**config.mk**
```make
export PLATFORM = sky130hd
export DESIGN_NAME = crcg_engine
export DESIGN_NICKNAME = d
export VERILOG_FILES = /design/src/design/crcg_pkg.sv /design/src/design/crcg_byte_step.sv /design/src/design/crcg_engine.sv
export SDC_FILE = /design/constraint.sdc
export NUM_CORES = 1
export LEC_CHECK = 0
export BUFFER_PORTS_ARGS = -buffer_cell sky130_fd_sc_hd__buf_2
export CORE_MARGIN = 10
export CORE_UTILIZATION = 46
export DETAILED_ROUTE_END_ITERATION = 8
export PLACE_DENSITY = 0.68
export SYNTH_ARGS = -nofsm -noshare
export SYNTH_HDL_FRONTEND = slang
export SYNTH_SLANG_ARGS = --single-unit
```
**constraint.sdc**
```tcl
create_clock -name sys_clk -period 10 [get_ports sys_clk]
set_input_delay 2 -clock sys_clk [delete_from_list [all_inputs] [get_ports sys_clk]]
set_output_delay 2 -clock sys_clk [all_outputs]
set_load 0.01 [all_outputs]
```
**src/design/crcg_pkg.sv**
```systemverilog
package crcg_pkg;
  localparam logic [1:0] CRCG_POLY_CCITT = 2'h0;
  localparam logic [1:0] CRCG_POLY_CRC16 = 2'h1;
  localparam logic [1:0] CRCG_POLY_CRC32 = 2'h2;
  localparam logic [31:0] CRCG_GEN_CCITT = 32'h00001021;
  localparam logic [31:0] CRCG_GEN_CRC16 = 32'h00008005;
  localparam logic [31:0] CRCG_GEN_CRC32 = 32'h04c11db7;
  localparam logic [31:0] CRCG_SEED_RST = 32'h00000000;
  localparam logic [1:0] CRCG_SIZE_BYTE = 2'h0;
  localparam logic [1:0] CRCG_SIZE_HALF = 2'h1;
  localparam logic [1:0] CRCG_SIZE_WORD = 2'h2;
  localparam logic [2:0] CRCG_STEPS_BYTE = 3'h1;
  localparam logic [2:0] CRCG_STEPS_HALF = 3'h2;
  localparam logic [2:0] CRCG_STEPS_WORD = 3'h4;

  typedef enum logic [0:0] {
    CRCG_IDLE = 1'b0,
    CRCG_BUSY = 1'b1
  } crcg_state_e_t;

  typedef struct packed {
    logic [1:0] poly;
    logic rev_in;
    logic inv_in;
    logic rev_out;
    logic inv_out;
  } crcg_mode_t;

  typedef struct packed {
    logic [31:0] data;
    logic [1:0] size;
  } crcg_wr_t;

  typedef struct packed {
    crcg_state_e_t state;
    logic [31:0] sum;
    logic [31:0] data;
    logic [2:0] left;
    logic [31:0] result;
  } crcg_state_t;
endpackage

```
**src/design/crcg_byte_step.sv**
```systemverilog
`timescale 1ns/1ps
module crcg_byte_step
  import crcg_pkg::*;
(
  // running sum and byte
  input wire logic [31:0] sum_in,
  input wire logic [7:0] byte_in,
  input wire logic [1:0] poly,
  // next sum
  output logic [31:0] sum_out
);
  logic [31:0] gen;
  logic wide;
  logic fb;
  logic [31:0] s;

  always_comb begin
    wide = (poly == CRCG_POLY_CRC32);
    if (poly == CRCG_POLY_CRC16) begin
      gen = CRCG_GEN_CRC16;
    end else if (wide) begin
      gen = CRCG_GEN_CRC32;
    end else begin
      gen = CRCG_GEN_CCITT;
    end
    s = sum_in;
    fb = 1'b0;
    // msb-first division, eight bits per call
    for (int i = 7; i >= 0; i--) begin
      fb = byte_in[i] ^ (wide ? s[31] : s[15]);
      s = {s[30:0], 1'b0} ^ (fb ? gen : 32'h00000000);
    end
    sum_out = wide ? s : {16'h0000, s[15:0]};
  end
endmodule

```
**src/design/crcg_engine.sv**
```systemverilog
`timescale 1ns/1ps
module crcg_engine
  import crcg_pkg::*;
(
  // clock and reset
  input wire logic sys_clk,
  input wire logic reset,
  // configuration
  input wire crcg_mode_t mode,
  // seed load
  input wire logic seed_wr,
  input wire logic [31:0] seed,
  // data write channel
  input wire logic wr_valid,
  input wire crcg_wr_t wr,
  output logic wr_ready,
  // result
  output logic [31:0] result,
  output logic busy
);
  crcg_state_t q;
  crcg_state_t next_q;
  logic [31:0] in_word;
  logic [31:0] step_sum;
  logic [7:0] step_byte;
  logic [2:0] steps;
  logic [31:0] mask;
  logic [31:0] rev_sum;
  logic take;

  function automatic logic [31:0] crcg_mirror(input logic [31:0] v, input logic [1:0] p);
    logic [31:0] r;
    r = 32'h00000000;
    for (int i = 0; i < 32; i++) begin
      r[31 - i] = v[i];
    end
    if (p != CRCG_POLY_CRC32) begin
      r = {16'h0000, r[31:16]};
    end
    return r;
  endfunction

  function automatic logic [31:0] crcg_in_prep(input logic [31:0] v, input crcg_mode_t m);
    logic [31:0] r;
    r = v;
    if (m.rev_in) begin
      // mirror inside each byte, so lane order stays low byte first
      for (int b = 0; b < 4; b++) begin
        for (int i = 0; i < 8; i++) begin
          r[8 * b + i] = v[8 * b + 7 - i];
        end
      end
    end
    if (m.inv_in) begin
      r = ~r;
    end
    return r;
  endfunction

  crcg_byte_step u_step (
    .sum_in(q.sum),
    .byte_in(step_byte),
    .poly(mode.poly),
    .sum_out(step_sum)
  );

  always_comb begin
    // new write only when idle; stall holds the bus
    wr_ready = (q.state == CRCG_IDLE) && !seed_wr;
    take = wr_valid && wr_ready;
    in_word = crcg_in_prep(wr.data, mode);
    case (wr.size)
      CRCG_SIZE_HALF: steps = CRCG_STEPS_HALF;
      CRCG_SIZE_WORD: steps = CRCG_STEPS_WORD;
      default: steps = CRCG_STEPS_BYTE;
    endcase
    step_byte = q.data[7:0];
    mask = (mode.poly == CRCG_POLY_CRC32) ? 32'hffffffff : 32'h0000ffff;
    rev_sum = mode.rev_out ? crcg_mirror(q.sum, mode.poly) : q.sum;
    next_q = q;
    next_q.result = (mode.inv_out ? ~rev_sum : rev_sum) & mask;
    case (q.state)
      CRCG_IDLE: begin
        if (take) begin
          // first byte folded in the accept cycle is not possible: sum reads q.data
          next_q.data = in_word;
          next_q.left = steps;
          next_q.state = CRCG_BUSY;
        end
      end
      CRCG_BUSY: begin
        next_q.sum = step_sum & mask;
        next_q.data = {8'h00, q.data[31:8]};
        next_q.left = q.left - 3'h1;
        if (q.left == 3'h1) begin
          next_q.state = CRCG_IDLE;
        end
      end
      default: next_q.state = CRCG_IDLE;
    endcase
    if (seed_wr) begin
      // seed wins and aborts any write in flight
      next_q.sum = seed & mask;
      next_q.state = CRCG_IDLE;
      next_q.left = 3'h0;
    end
  end

  always_ff @(posedge sys_clk) begin
    if (reset) begin
      q <= '{state: CRCG_IDLE, sum: CRCG_SEED_RST, data: 32'h00000000,
             left: 3'h0, result: 32'h00000000};
    end else begin
      q <= next_q;
    end
  end

  assign result = q.result;
  assign busy = (q.state == CRCG_BUSY);

  a_byte_one_cycle: assert property (@(posedge sys_clk) disable iff (reset)
    (take && wr.size == CRCG_SIZE_BYTE && !seed_wr) |=> busy ##1 !busy)
    else $error("byte write not one step");
  a_half_two_cycle: assert property (@(posedge sys_clk) disable iff (reset)
    (take && wr.size == CRCG_SIZE_HALF && !seed_wr) |=> (busy && !seed_wr) [*2] ##1 !busy)
    else $error("halfword write not two steps");
  a_word_four_cycle: assert property (@(posedge sys_clk) disable iff (reset)
    (take && wr.size == CRCG_SIZE_WORD) ##1 (!seed_wr) [*4] |=> !busy)
    else $error("word write not four steps");
  a_stall_while_busy: assert property (@(posedge sys_clk) disable iff (reset)
    busy |-> !wr_ready)
    else $error("write accepted during steps");
  a_seed_loads: assert property (@(posedge sys_clk) disable iff (reset)
    seed_wr |=> (q.sum == ($past(seed) & $past(mask))) && !busy)
    else $error("seed not loaded");
  a_idle_ready: assert property (@(posedge sys_clk) disable iff (reset)
    (!busy && !seed_wr) |-> wr_ready)
    else $error("idle engine refused write");
  a_sum_width: assert property (@(posedge sys_clk) disable iff (reset)
    (mode.poly != CRCG_POLY_CRC32 && $stable(mode.poly)) |=> q.sum[31:16] == 16'h0000
      || $past(mode.poly) == CRCG_POLY_CRC32)
    else $error("16-bit sum overflowed");
  a_low_byte_first: assert property (@(posedge sys_clk) disable iff (reset)
    (take && !seed_wr) |=> step_byte == $past(in_word[7:0]))
    else $error("first step not low byte");
  a_result_inv: assert property (@(posedge sys_clk) disable iff (reset)
    (mode.inv_out && !mode.rev_out && $stable(mode)) |=> result == (~$past(q.sum) & $past(mask)))
    else $error("result inversion wrong");

  c_byte: cover property (@(posedge sys_clk) take && wr.size == CRCG_SIZE_BYTE);
  c_word: cover property (@(posedge sys_clk) take && wr.size == CRCG_SIZE_WORD);
  c_back_to_back: cover property (@(posedge sys_clk) take ##2 take);
  c_seed_abort: cover property (@(posedge sys_clk) busy && seed_wr);
endmodule

```
==> report_table.html, run 1 <==
<table>
<tr><th>Metric</th><th>Value</th></tr>
<tr><th colspan="2">Route</th></tr>
<tr><td>Routed length per instance</td><td>17.5 um</td></tr>
<tr><td>Violation count after the first detailed-routing iteration</td><td>551</td></tr>
<tr><td>First-pass iteration count of the detailed router</td><td>5</td></tr>
<tr><td>Average via count per standard cell</td><td>5.36</td></tr>
<tr><td>Number of remaining DRC errors</td><td>0</td></tr>
<tr><td>Count of vias placed by the detailed router</td><td>6100</td></tr>
<tr><td>DRT antenna net count</td><td>0</td></tr>
<tr><td>Routed wire length</td><td>19900 um</td></tr>
<tr><th colspan="2">Setup path</th></tr>
<tr><td>Data required time at the worst endpoint</td><td>10.20 ns</td></tr>
<tr><td>Setup CP Type</td><td>in -&gt; reg</td></tr>
<tr><td>Critical path capture point type</td><td>flop</td></tr>
<tr><td>Data arrival time of the critical path</td><td>7.17 ns</td></tr>
<tr><td>Type of element launching the critical path</td><td>primary input</td></tr>
<tr><td>Critical-path maximum fanout</td><td>18</td></tr>
<tr><th colspan="2">Job</th></tr>
<tr><td>MaxCap Viol Count</td><td>0</td></tr>
<tr><th colspan="2">Final layout</th></tr>
<tr><td>Finished Layout Cells</td><td>1139</td></tr>
<tr><td>Fillcell total</td><td>1522</td></tr>
<tr><td>Finished Cell Area</td><td>7880 um^2</td></tr>
<tr><td>Number of nets in the layout</td><td>1006</td></tr>
<tr><td>Antenna diode count</td><td>0</td></tr>
<tr><td>Fin util</td><td>51.4%</td></tr>
<tr><td>Area Overhead vs Synth</td><td>8.63%</td></tr>
<tr><td>Fraction of final layout cells with drive strength greater than 1</td><td>16.1%</td></tr>
<tr><th colspan="2">Global routing</th></tr>
<tr><td>Pin count of the biggest net entering global routing</td><td>79</td></tr>
<tr><td>First-pass GRT wire length</td><td>31700 um</td></tr>
<tr><td>Congestion Overflow GR</td><td>0</td></tr>
<tr><td>GRT Overall Usage</td><td>18.2%</td></tr>
<tr><td>Antenna violations before repair</td><td>0</td></tr>
<tr><td>Via count of the first global-routing pass</td><td>5830</td></tr>
<tr><th colspan="2">Die</th></tr>
<tr><td>Boundary Pins</td><td>110</td></tr>
<tr><td>Full die area</td><td>21200 um^2</td></tr>
<tr><td>Starting density of the core</td><td>47.3%</td></tr>
<tr><td>Horizontal die dimension</td><td>146 um</td></tr>
<tr><td>Y dimension of the die</td><td>146 um</td></tr>
<tr><td>Placeable core region</td><td>15300 um^2</td></tr>
<tr><td>Rows</td><td>45</td></tr>
<tr><th colspan="2">Synthesis</th></tr>
<tr><td>Synthesized netlist net count</td><td>979</td></tr>
<tr><td>Post-synthesis cell count</td><td>896</td></tr>
<tr><td>Yosys synthesis warning count</td><td>0</td></tr>
<tr><td>Seq cells post-synth</td><td>100</td></tr>
<tr><td>Synth area leader</td><td>sky130_fd_sc_hd__dfxtp_1</td></tr>
<tr><td>Post-synth EDFFs</td><td>0</td></tr>
<tr><td>Async SR Flop Fraction</td><td>0%</td></tr>
<tr><td>Library cells used by synthesis</td><td>61</td></tr>
<tr><td>Combined area of all synthesized cells</td><td>7250 um^2</td></tr>
<tr><td>Top cells by area in the synthesized netlist</td><td>sky130_fd_sc_hd__dfxtp_1, sky130_fd_sc_hd__mux2i_1, sky130_fd_sc_hd__xnor2_1</td></tr>
<tr><td>Area fraction of the dominant cell type after synthesis</td><td>27.6%</td></tr>
<tr><td>Primary FF master, synth</td><td>sky130_fd_sc_hd__dfxtp_1</td></tr>
<tr><td>Most common cell in the synthesized netlist</td><td>sky130_fd_sc_hd__nor2_1</td></tr>
<tr><td>Sequential share of the synthesized area</td><td>27.6%</td></tr>
<tr><td>Mean cell area of the mapped netlist</td><td>8.09 um^2</td></tr>
<tr><td>Leading cell types by count after synthesis</td><td>sky130_fd_sc_hd__nor2_1, sky130_fd_sc_hd__dfxtp_1, sky130_fd_sc_hd__xnor2_1, sky130_fd_sc_hd__xor2_1, sky130_fd_sc_hd__mux2i_1</td></tr>
<tr><th colspan="2">Power</th></tr>
<tr><td>Lkg Pwr</td><td>3.29 nW</td></tr>
<tr><td>Worst vdd ir</td><td>0.0000851 V</td></tr>
<tr><td>Power density of the placed cells</td><td>162 nW/um^2</td></tr>
<tr><th colspan="2">STA</th></tr>
<tr><td>Total of endpoints with negative setup slack in the final report</td><td>0</td></tr>
<tr><td>Unrepaired setup endpoints after global routing</td><td>no</td></tr>
<tr><td>Part of the cycle the worst path needs</td><td>69.7%</td></tr>
<tr><td>Number of max-slew violations in the final report</td><td>0</td></tr>
<tr><td>Rel. slew slack</td><td>20.7%</td></tr>
<tr><td>Period minus WS final</td><td>6.97 ns</td></tr>
<tr><td>Max Clock Skew</td><td>0.00886 ns</td></tr>
<tr><td>Slew at the pin closest to its max-slew limit</td><td>1.19 ns</td></tr>
<tr><td>Fin Setup TNS</td><td>0 ns</td></tr>
<tr><td>Hold Fails Final Rpt</td><td>0</td></tr>
<tr><td>Highest clock frequency the design can meet</td><td>0.144 GHz</td></tr>
<tr><th colspan="2">CTS</th></tr>
<tr><td>TritonCTS buffer count</td><td>9</td></tr>
<tr><td>TritonCTS clock tree</td><td>yes</td></tr>
<tr><td>Buffer cell driving the clock tree root</td><td>sky130_fd_sc_hd__clkbuf_16</td></tr>
<tr><td>Count of hold-fix buffers inserted at cts</td><td>0</td></tr>
<tr><td>Gates resized, CTS repair</td><td>0</td></tr>
<tr><td>Clk Latency, worst-skew pair</td><td>0.36 ns</td></tr>
<tr><td>Post-CTS Repair Setup Buffers</td><td>0</td></tr>
<tr><td>Post-CTS clock slew at the launch and capture registers of the worst setup and hold paths</td><td>0.07 ns</td></tr>
<tr><td>CTS HTree Levels</td><td>3</td></tr>
<tr><td>Max Root-Sink Buffers</td><td>2</td></tr>
<tr><td>Clock net sink count</td><td>100</td></tr>
<tr><th colspan="2">Placed design</th></tr>
<tr><td>Post-DP HPWL</td><td>14500 um</td></tr>
<tr><td>Inst Count DP</td><td>1123</td></tr>
<tr><td>Quantity of I/O buffers inserted on ports</td><td>109</td></tr>
<tr><td>Post-Place Cell Area</td><td>7600 um^2</td></tr>
<tr><td>Placer Congestion</td><td>0.942</td></tr>
<tr><th colspan="2">Outcome</th></tr>
<tr><td>Run status</td><td>complete, no violations</td></tr>
<tr><th colspan="2">Min path</th></tr>
<tr><td>Class of the most critical hold timing path</td><td>reg -&gt; reg</td></tr>
</table>
-- metal layers --
metal,global-route usage (%),routed length (um)
met1,23.8,9200
met2,28.7,8790
met3,4.35,1410
met4,6.12,503
met5,0,0
-- per-stage QoR --
step | setup slack (ns) | hold slack (ns) | total power, mW
after global routing | 2.66 | 0.525 | 1.35
after detailed placement | 2.70 | 0.479 | 0.949
after floorplan | 3.82 | 0.459 | 0.850
after CTS | 3.04 | 0.488 | 1.28
after global placement | 2.82 | 0.476 | 0.945
final | 3.03 | 0.490 | 1.28
-- worst max-delay path: stages --
cell and delay, ns:
sky130_fd_sc_hd__buf_2 0.10, sky130_fd_sc_hd__inv_1 0.08, sky130_fd_sc_hd__ha_2 0.45, sky130_fd_sc_hd__mux2i_4 0.35, sky130_fd_sc_hd__xor2_1 0.56, sky130_fd_sc_hd__o221ai_1 0.21, sky130_fd_sc_hd__a211oi_2 0.38, sky130_fd_sc_hd__mux2i_1 0.33
sky130_fd_sc_hd__xnor2_1 0.17, sky130_fd_sc_hd__mux2i_1 0.41, sky130_fd_sc_hd__o311ai_4 0.20, sky130_fd_sc_hd__xor2_4 0.39, sky130_fd_sc_hd__mux2i_1 0.20, sky130_fd_sc_hd__nor2_4 0.41, sky130_fd_sc_hd__xnor3_1 0.42, sky130_fd_sc_hd__and3_1 0.18
sky130_fd_sc_hd__nor3_1 0.18, sky130_fd_sc_hd__o32ai_2 0.12
-- cell usage in the layout, fill, tap and decap left out, drive strengths merged, types with 2 or more instances in the layout --
| master | synthesis | final |
|---|---|---|
| nand2b | 8 | 8 |
| inv | 16 | 17 |
| a211o | 2 | 2 |
| a31oi | 14 | 14 |
| xnor2 | 81 | 81 |
| xor2 | 82 | 82 |
| or3 | 3 | 3 |
| a221oi | 18 | 18 |
| ha | 7 | 7 |
| nor3b | 2 | 2 |
| mux2i | 72 | 72 |
| clkinvlp | 0 | 2 |
| nand3 | 5 | 5 |
| and2 | 4 | 4 |
| nor3 | 3 | 3 |
| o211ai | 3 | 3 |
| o221ai | 2 | 2 |
| a311oi | 2 | 2 |
| and3 | 7 | 7 |
| clkbuf | 53 | 12 |
| dfxtp | 100 | 100 |
| nor2b | 4 | 4 |
| nand2 | 54 | 54 |
| nor4b | 2 | 2 |
| a21oi | 49 | 49 |
| o21ai | 41 | 41 |
| clkinv | 1 | 2 |
| xnor3 | 7 | 7 |
| and3b | 2 | 2 |
| buf | 50 | 119 |
| or2 | 2 | 2 |
| a211oi | 11 | 11 |
| o32ai | 2 | 2 |
| a22oi | 12 | 12 |
| o2111ai | 2 | 2 |
| nor2 | 161 | 161 |
-- path summary, 6_finish.rpt --
check | startpoint | end | slack, ns | depth (start not counted)
max | mode[4] | q[75] | 3.03 | 18
min | q[34] | q[34] | 0.49 | 2
max reg2reg | q[82] | q[75] | 4.81 | 15
min reg2reg | q[34] | q[34] | 0.49 | 2
-- power by group --
group          internal (mW)  switching [mW]  total, mW
clock                  0.177           0.156      0.334
sequential             0.423          0.0301      0.453
combinational          0.219           0.273      0.492
-- sequential cells by signal, indices dropped and copies added, names as in the netlist --
| name | cells |
|---|---|
| q | 67 |
| result | 32 |
| busy | 1 |
-- cell type report --
type	count	area [um^2]	share of cell area, %
well taps	211	264	3.35
repair buffers	119	621	7.88
clock inverters	4	32.5	0.413
clock buffers	12	246	3.13
inverters	17	63.8	0.810
multi-input cells	676	4640	59.0
flip-flops and latches	100	2000	25.4
-- logic make-up after synthesis --
kind of cell	count (synthesis)	share of synthesized area (%)
xor gates and xnor gates	170	22.5
adders and majority gates	7	1.21
AOI/OAI and AO/OA	168	15.1
buffers and inverters	120	8.35
DFF	100	27.6
muxes	72	10.1
and+or+nand+nor	259	15.1
Power figures use the tool's default switching activity.
==> run 2: changes to the inputs <==
Clock period 10 ns to 7.1 ns, I/O delays scaled along.
==> run 2 against run 1 <==
  * Routed wire length shrank 1.2%
  * Non-clock buffer count up 2
  * Die area unchanged
  * Largest power group unchanged
==> report_table.html, run 2 (synthesis results as in run 1) <==
<table>
<tr><th>Metric</th><th>Value</th></tr>
<tr><th colspan="2">Die</th></tr>
<tr><td>Placeable core region</td><td>15300 um^2</td></tr>
<tr><td>Boundary Pins</td><td>110</td></tr>
<tr><td>Horizontal die dimension</td><td>146 um</td></tr>
<tr><td>Starting density of the core</td><td>47.3%</td></tr>
<tr><td>Full die area</td><td>21200 um^2</td></tr>
<tr><td>Y dimension of the die</td><td>146 um</td></tr>
<tr><td>Rows</td><td>45</td></tr>
<tr><th colspan="2">Global routing</th></tr>
<tr><td>Antenna violations before repair</td><td>0</td></tr>
<tr><td>Pin count of the biggest net entering global routing</td><td>79</td></tr>
<tr><td>Via count of the first global-routing pass</td><td>5939</td></tr>
<tr><td>Congestion Overflow GR</td><td>0</td></tr>
<tr><td>GRT Overall Usage</td><td>18.1%</td></tr>
<tr><td>First-pass GRT wire length</td><td>31900 um</td></tr>
<tr><th colspan="2">Route</th></tr>
<tr><td>Count of vias placed by the detailed router</td><td>6118</td></tr>
<tr><td>DRT antenna net count</td><td>0</td></tr>
<tr><td>Number of remaining DRC errors</td><td>0</td></tr>
<tr><td>Routed wire length</td><td>19700 um</td></tr>
<tr><td>Routed length per instance</td><td>17.2 um</td></tr>
<tr><td>First-pass iteration count of the detailed router</td><td>5</td></tr>
<tr><td>Average via count per standard cell</td><td>5.36</td></tr>
<tr><td>Violation count after the first detailed-routing iteration</td><td>400</td></tr>
<tr><th colspan="2">CTS</th></tr>
<tr><td>Gates resized, CTS repair</td><td>0</td></tr>
<tr><td>TritonCTS buffer count</td><td>9</td></tr>
<tr><td>CTS HTree Levels</td><td>3</td></tr>
<tr><td>Count of hold-fix buffers inserted at cts</td><td>0</td></tr>
<tr><td>Clk Latency, worst-skew pair</td><td>0.36 ns</td></tr>
<tr><td>Post-CTS Repair Setup Buffers</td><td>0</td></tr>
<tr><td>Clock net sink count</td><td>100</td></tr>
<tr><td>TritonCTS clock tree</td><td>yes</td></tr>
<tr><td>Post-CTS clock slew at the launch and capture registers of the worst setup and hold paths</td><td>0.07 ns</td></tr>
<tr><td>Buffer cell driving the clock tree root</td><td>sky130_fd_sc_hd__clkbuf_16</td></tr>
<tr><td>Max Root-Sink Buffers</td><td>2</td></tr>
<tr><th colspan="2">Setup path</th></tr>
<tr><td>Critical-path cell with the highest stage delay</td><td>sky130_fd_sc_hd__xnor2_1</td></tr>
<tr><td>Delay contributed by the slowest stage of the critical path</td><td>0.42 ns</td></tr>
<tr><td>Critical path capture point type</td><td>flop</td></tr>
<tr><td>Destination of the worst register-to-register timing path</td><td>q[75]</td></tr>
<tr><td>Data required time at the worst endpoint</td><td>7.30 ns</td></tr>
<tr><td>Reg-to-reg critical path startpoint</td><td>q[82]</td></tr>
<tr><td>Worst reg2reg path depth</td><td>15</td></tr>
<tr><td>Data arrival time of the critical path</td><td>6.17 ns</td></tr>
<tr><td>Critical-path maximum fanout</td><td>38</td></tr>
<tr><td>Worst reg-to-reg setup slack</td><td>1.96 ns</td></tr>
<tr><td>Critical Path Start</td><td>mode[4]</td></tr>
<tr><td>Most used cell, CP</td><td>sky130_fd_sc_hd__mux2i_1</td></tr>
<tr><td>Type of element launching the critical path</td><td>primary input</td></tr>
<tr><td>Setup CP Type</td><td>in -&gt; reg</td></tr>
<tr><td>Endpoint of the worst setup timing path</td><td>q[75]</td></tr>
<tr><td>Cells traversed along the worst timing path</td><td>buf_2 &gt; inv_1 &gt; ha_2 &gt; buf_4 &gt; and3b_1 &gt; nor4_1 &gt; nand3_1 &gt; mux2i_1 &gt; xnor2_1 &gt; nor2_1 &gt; mux2i_1 &gt; o311ai_4 &gt; xor2_4 &gt; mux2i_1 &gt; nor2_4 &gt; xnor3_1 &gt; and3_1 &gt; nor3_1 &gt; o32ai_2</td></tr>
<tr><th colspan="2">Final layout</th></tr>
<tr><td>Fin util</td><td>51.5%</td></tr>
<tr><td>Commonest non-fill, non-tap cells in the layout</td><td>sky130_fd_sc_hd__nor2_1, sky130_fd_sc_hd__buf_2, sky130_fd_sc_hd__dfxtp_1</td></tr>
<tr><td>Reg with most FFs</td><td>q</td></tr>
<tr><td>Area Overhead vs Synth</td><td>8.89%</td></tr>
<tr><td>Fraction of final layout cells with drive strength greater than 1</td><td>16.5%</td></tr>
<tr><td>Number of nets in the layout</td><td>1008</td></tr>
<tr><td>Most frequent standard cell in the layout excluding fill and tap cells</td><td>sky130_fd_sc_hd__nor2_1</td></tr>
<tr><td>Max FFs per register</td><td>67</td></tr>
<tr><td>Antenna diode count</td><td>0</td></tr>
<tr><th colspan="2">STA</th></tr>
<tr><td>Max Clock Skew</td><td>0.00923 ns</td></tr>
<tr><td>Hold Fails Final Rpt</td><td>0</td></tr>
<tr><td>Rel. slew slack</td><td>22.4%</td></tr>
<tr><td>Fin Setup TNS</td><td>0 ns</td></tr>
<tr><td>Highest clock frequency the design can meet</td><td>0.168 GHz</td></tr>
<tr><td>Unrepaired setup endpoints after global routing</td><td>no</td></tr>
<tr><td>Period minus WS final</td><td>5.96 ns</td></tr>
<tr><td>Slew at the pin closest to its max-slew limit</td><td>1.16 ns</td></tr>
<tr><td>Number of max-slew violations in the final report</td><td>0</td></tr>
<tr><td>Total of endpoints with negative setup slack in the final report</td><td>0</td></tr>
<tr><td>Part of the cycle the worst path needs</td><td>84.0%</td></tr>
<tr><td>Worst hold slack</td><td>0.494 ns</td></tr>
<tr><th colspan="2">Placed design</th></tr>
<tr><td>Post-DP HPWL</td><td>14600 um</td></tr>
<tr><td>Quantity of I/O buffers inserted on ports</td><td>109</td></tr>
<tr><td>Placer Congestion</td><td>0.919</td></tr>
<tr><th colspan="2">Power</th></tr>
<tr><td>Proportion of power drawn by combinational gates</td><td>38.2%</td></tr>
<tr><td>Net Sw Frac</td><td>35.5%</td></tr>
<tr><td>Int Power</td><td>1.16 mW</td></tr>
<tr><td>Worst vdd ir</td><td>0.000142 V</td></tr>
<tr><td>Power density of the placed cells</td><td>228 nW/um^2</td></tr>
<tr><td>Fraction of power consumed by the clock network</td><td>26.3%</td></tr>
<tr><td>Reported net switching power</td><td>0.639 mW</td></tr>
<tr><td>Lkg Pwr</td><td>3.31 nW</td></tr>
<tr><td>Power share of the sequential group</td><td>35.6%</td></tr>
<tr><th colspan="2">Outcome</th></tr>
<tr><td>Run status</td><td>complete, no violations</td></tr>
<tr><th colspan="2">Job</th></tr>
<tr><td>MaxCap Viol Count</td><td>0</td></tr>
<tr><th colspan="2">Min path</th></tr>
<tr><td>Class of the most critical hold timing path</td><td>reg -&gt; reg</td></tr>
</table>
[run 2: changes by cell type in the layout (fill, tap and decap cells not counted), sizes merged]
| cell | change |
|---|---|
| buf | +2 |
| clkbuf | -2 |
| inv | +2 |
| clkinv | +1 |
| clkinvlp | -1 |
[run 2: cell type report]
class,instances,area [um^2]
Inverter,17,63.8
Clock buffer,10,239
Sequential cell,100,2000
Multi-Input combinational cell,676,4640
Tap cell,211,264
Fill cell,1506,7420
Timing Repair Buffer,121,636
Clock inverter,6,43.8
[run 2: stage by stage]
step	area (um^2)	total power, mW	setup slack [ns]	std cells
after detailed placement	7610	1.33	0.784	1125
after CTS	7890	1.81	1.14	1141
after global placement	7610	1.33	0.979	1125
final	7890	1.80	1.14	1141
after global routing	7890	1.90	0.793	1141
after floorplan	7250	1.20	1.50	896
[run 2: routing by layer]
layer / vias up / share of wire (%) / routed length, um / track usage [%]
li1: 3041 / - / - / -
met1: 2854 / 45 / 8930 / 23.6
met2: 208 / 47 / 9220 / 29.8
met3: 15 / 6.4 / 1260 / 3.88
met4: 0 / 1.3 / 246 / 4.35
met5: - / 0 / 0 / 0
[run 2: worst max-delay path, delay by kind of cell]
family / cells / cell delay [ns]
simple gates: 7 / 1.76
xor+xnor: 3 / 1.19
mux: 3 / 0.79
buf+inv: 3 / 0.45
compound gates: 2 / 0.31
fa+ha+maj: 1 / 0.24
[run 2: worst min path at each step]
| stage | start | cells after the start | slack, ns | end |
|---|---|---|---|---|
| 2_1_floorplan | q[59] | 2 | 0.46 | q[59] |
| 3_3_place_gp | q[62] | 2 | 0.48 | q[62] |
| 3_5_place_dp | q[34] | 2 | 0.48 | q[34] |
| 4_1_cts | q[34] | 2 | 0.49 | q[34] |
| 5_1_grt | q[66] | 2 | 0.53 | q[66] |
| 6_report | q[34] | 2 | 0.49 | q[34] |
[run 2: power by group through the flow]
stage	clock network, mW	logic (mW)	registers (mW)
final	0.472	0.686	0.639
after global routing	0.500	0.758	0.643
after CTS	0.483	0.687	0.638
after detailed placement	0	0.683	0.651
after global placement	0	0.678	0.650
after floorplan	0	0.572	0.625
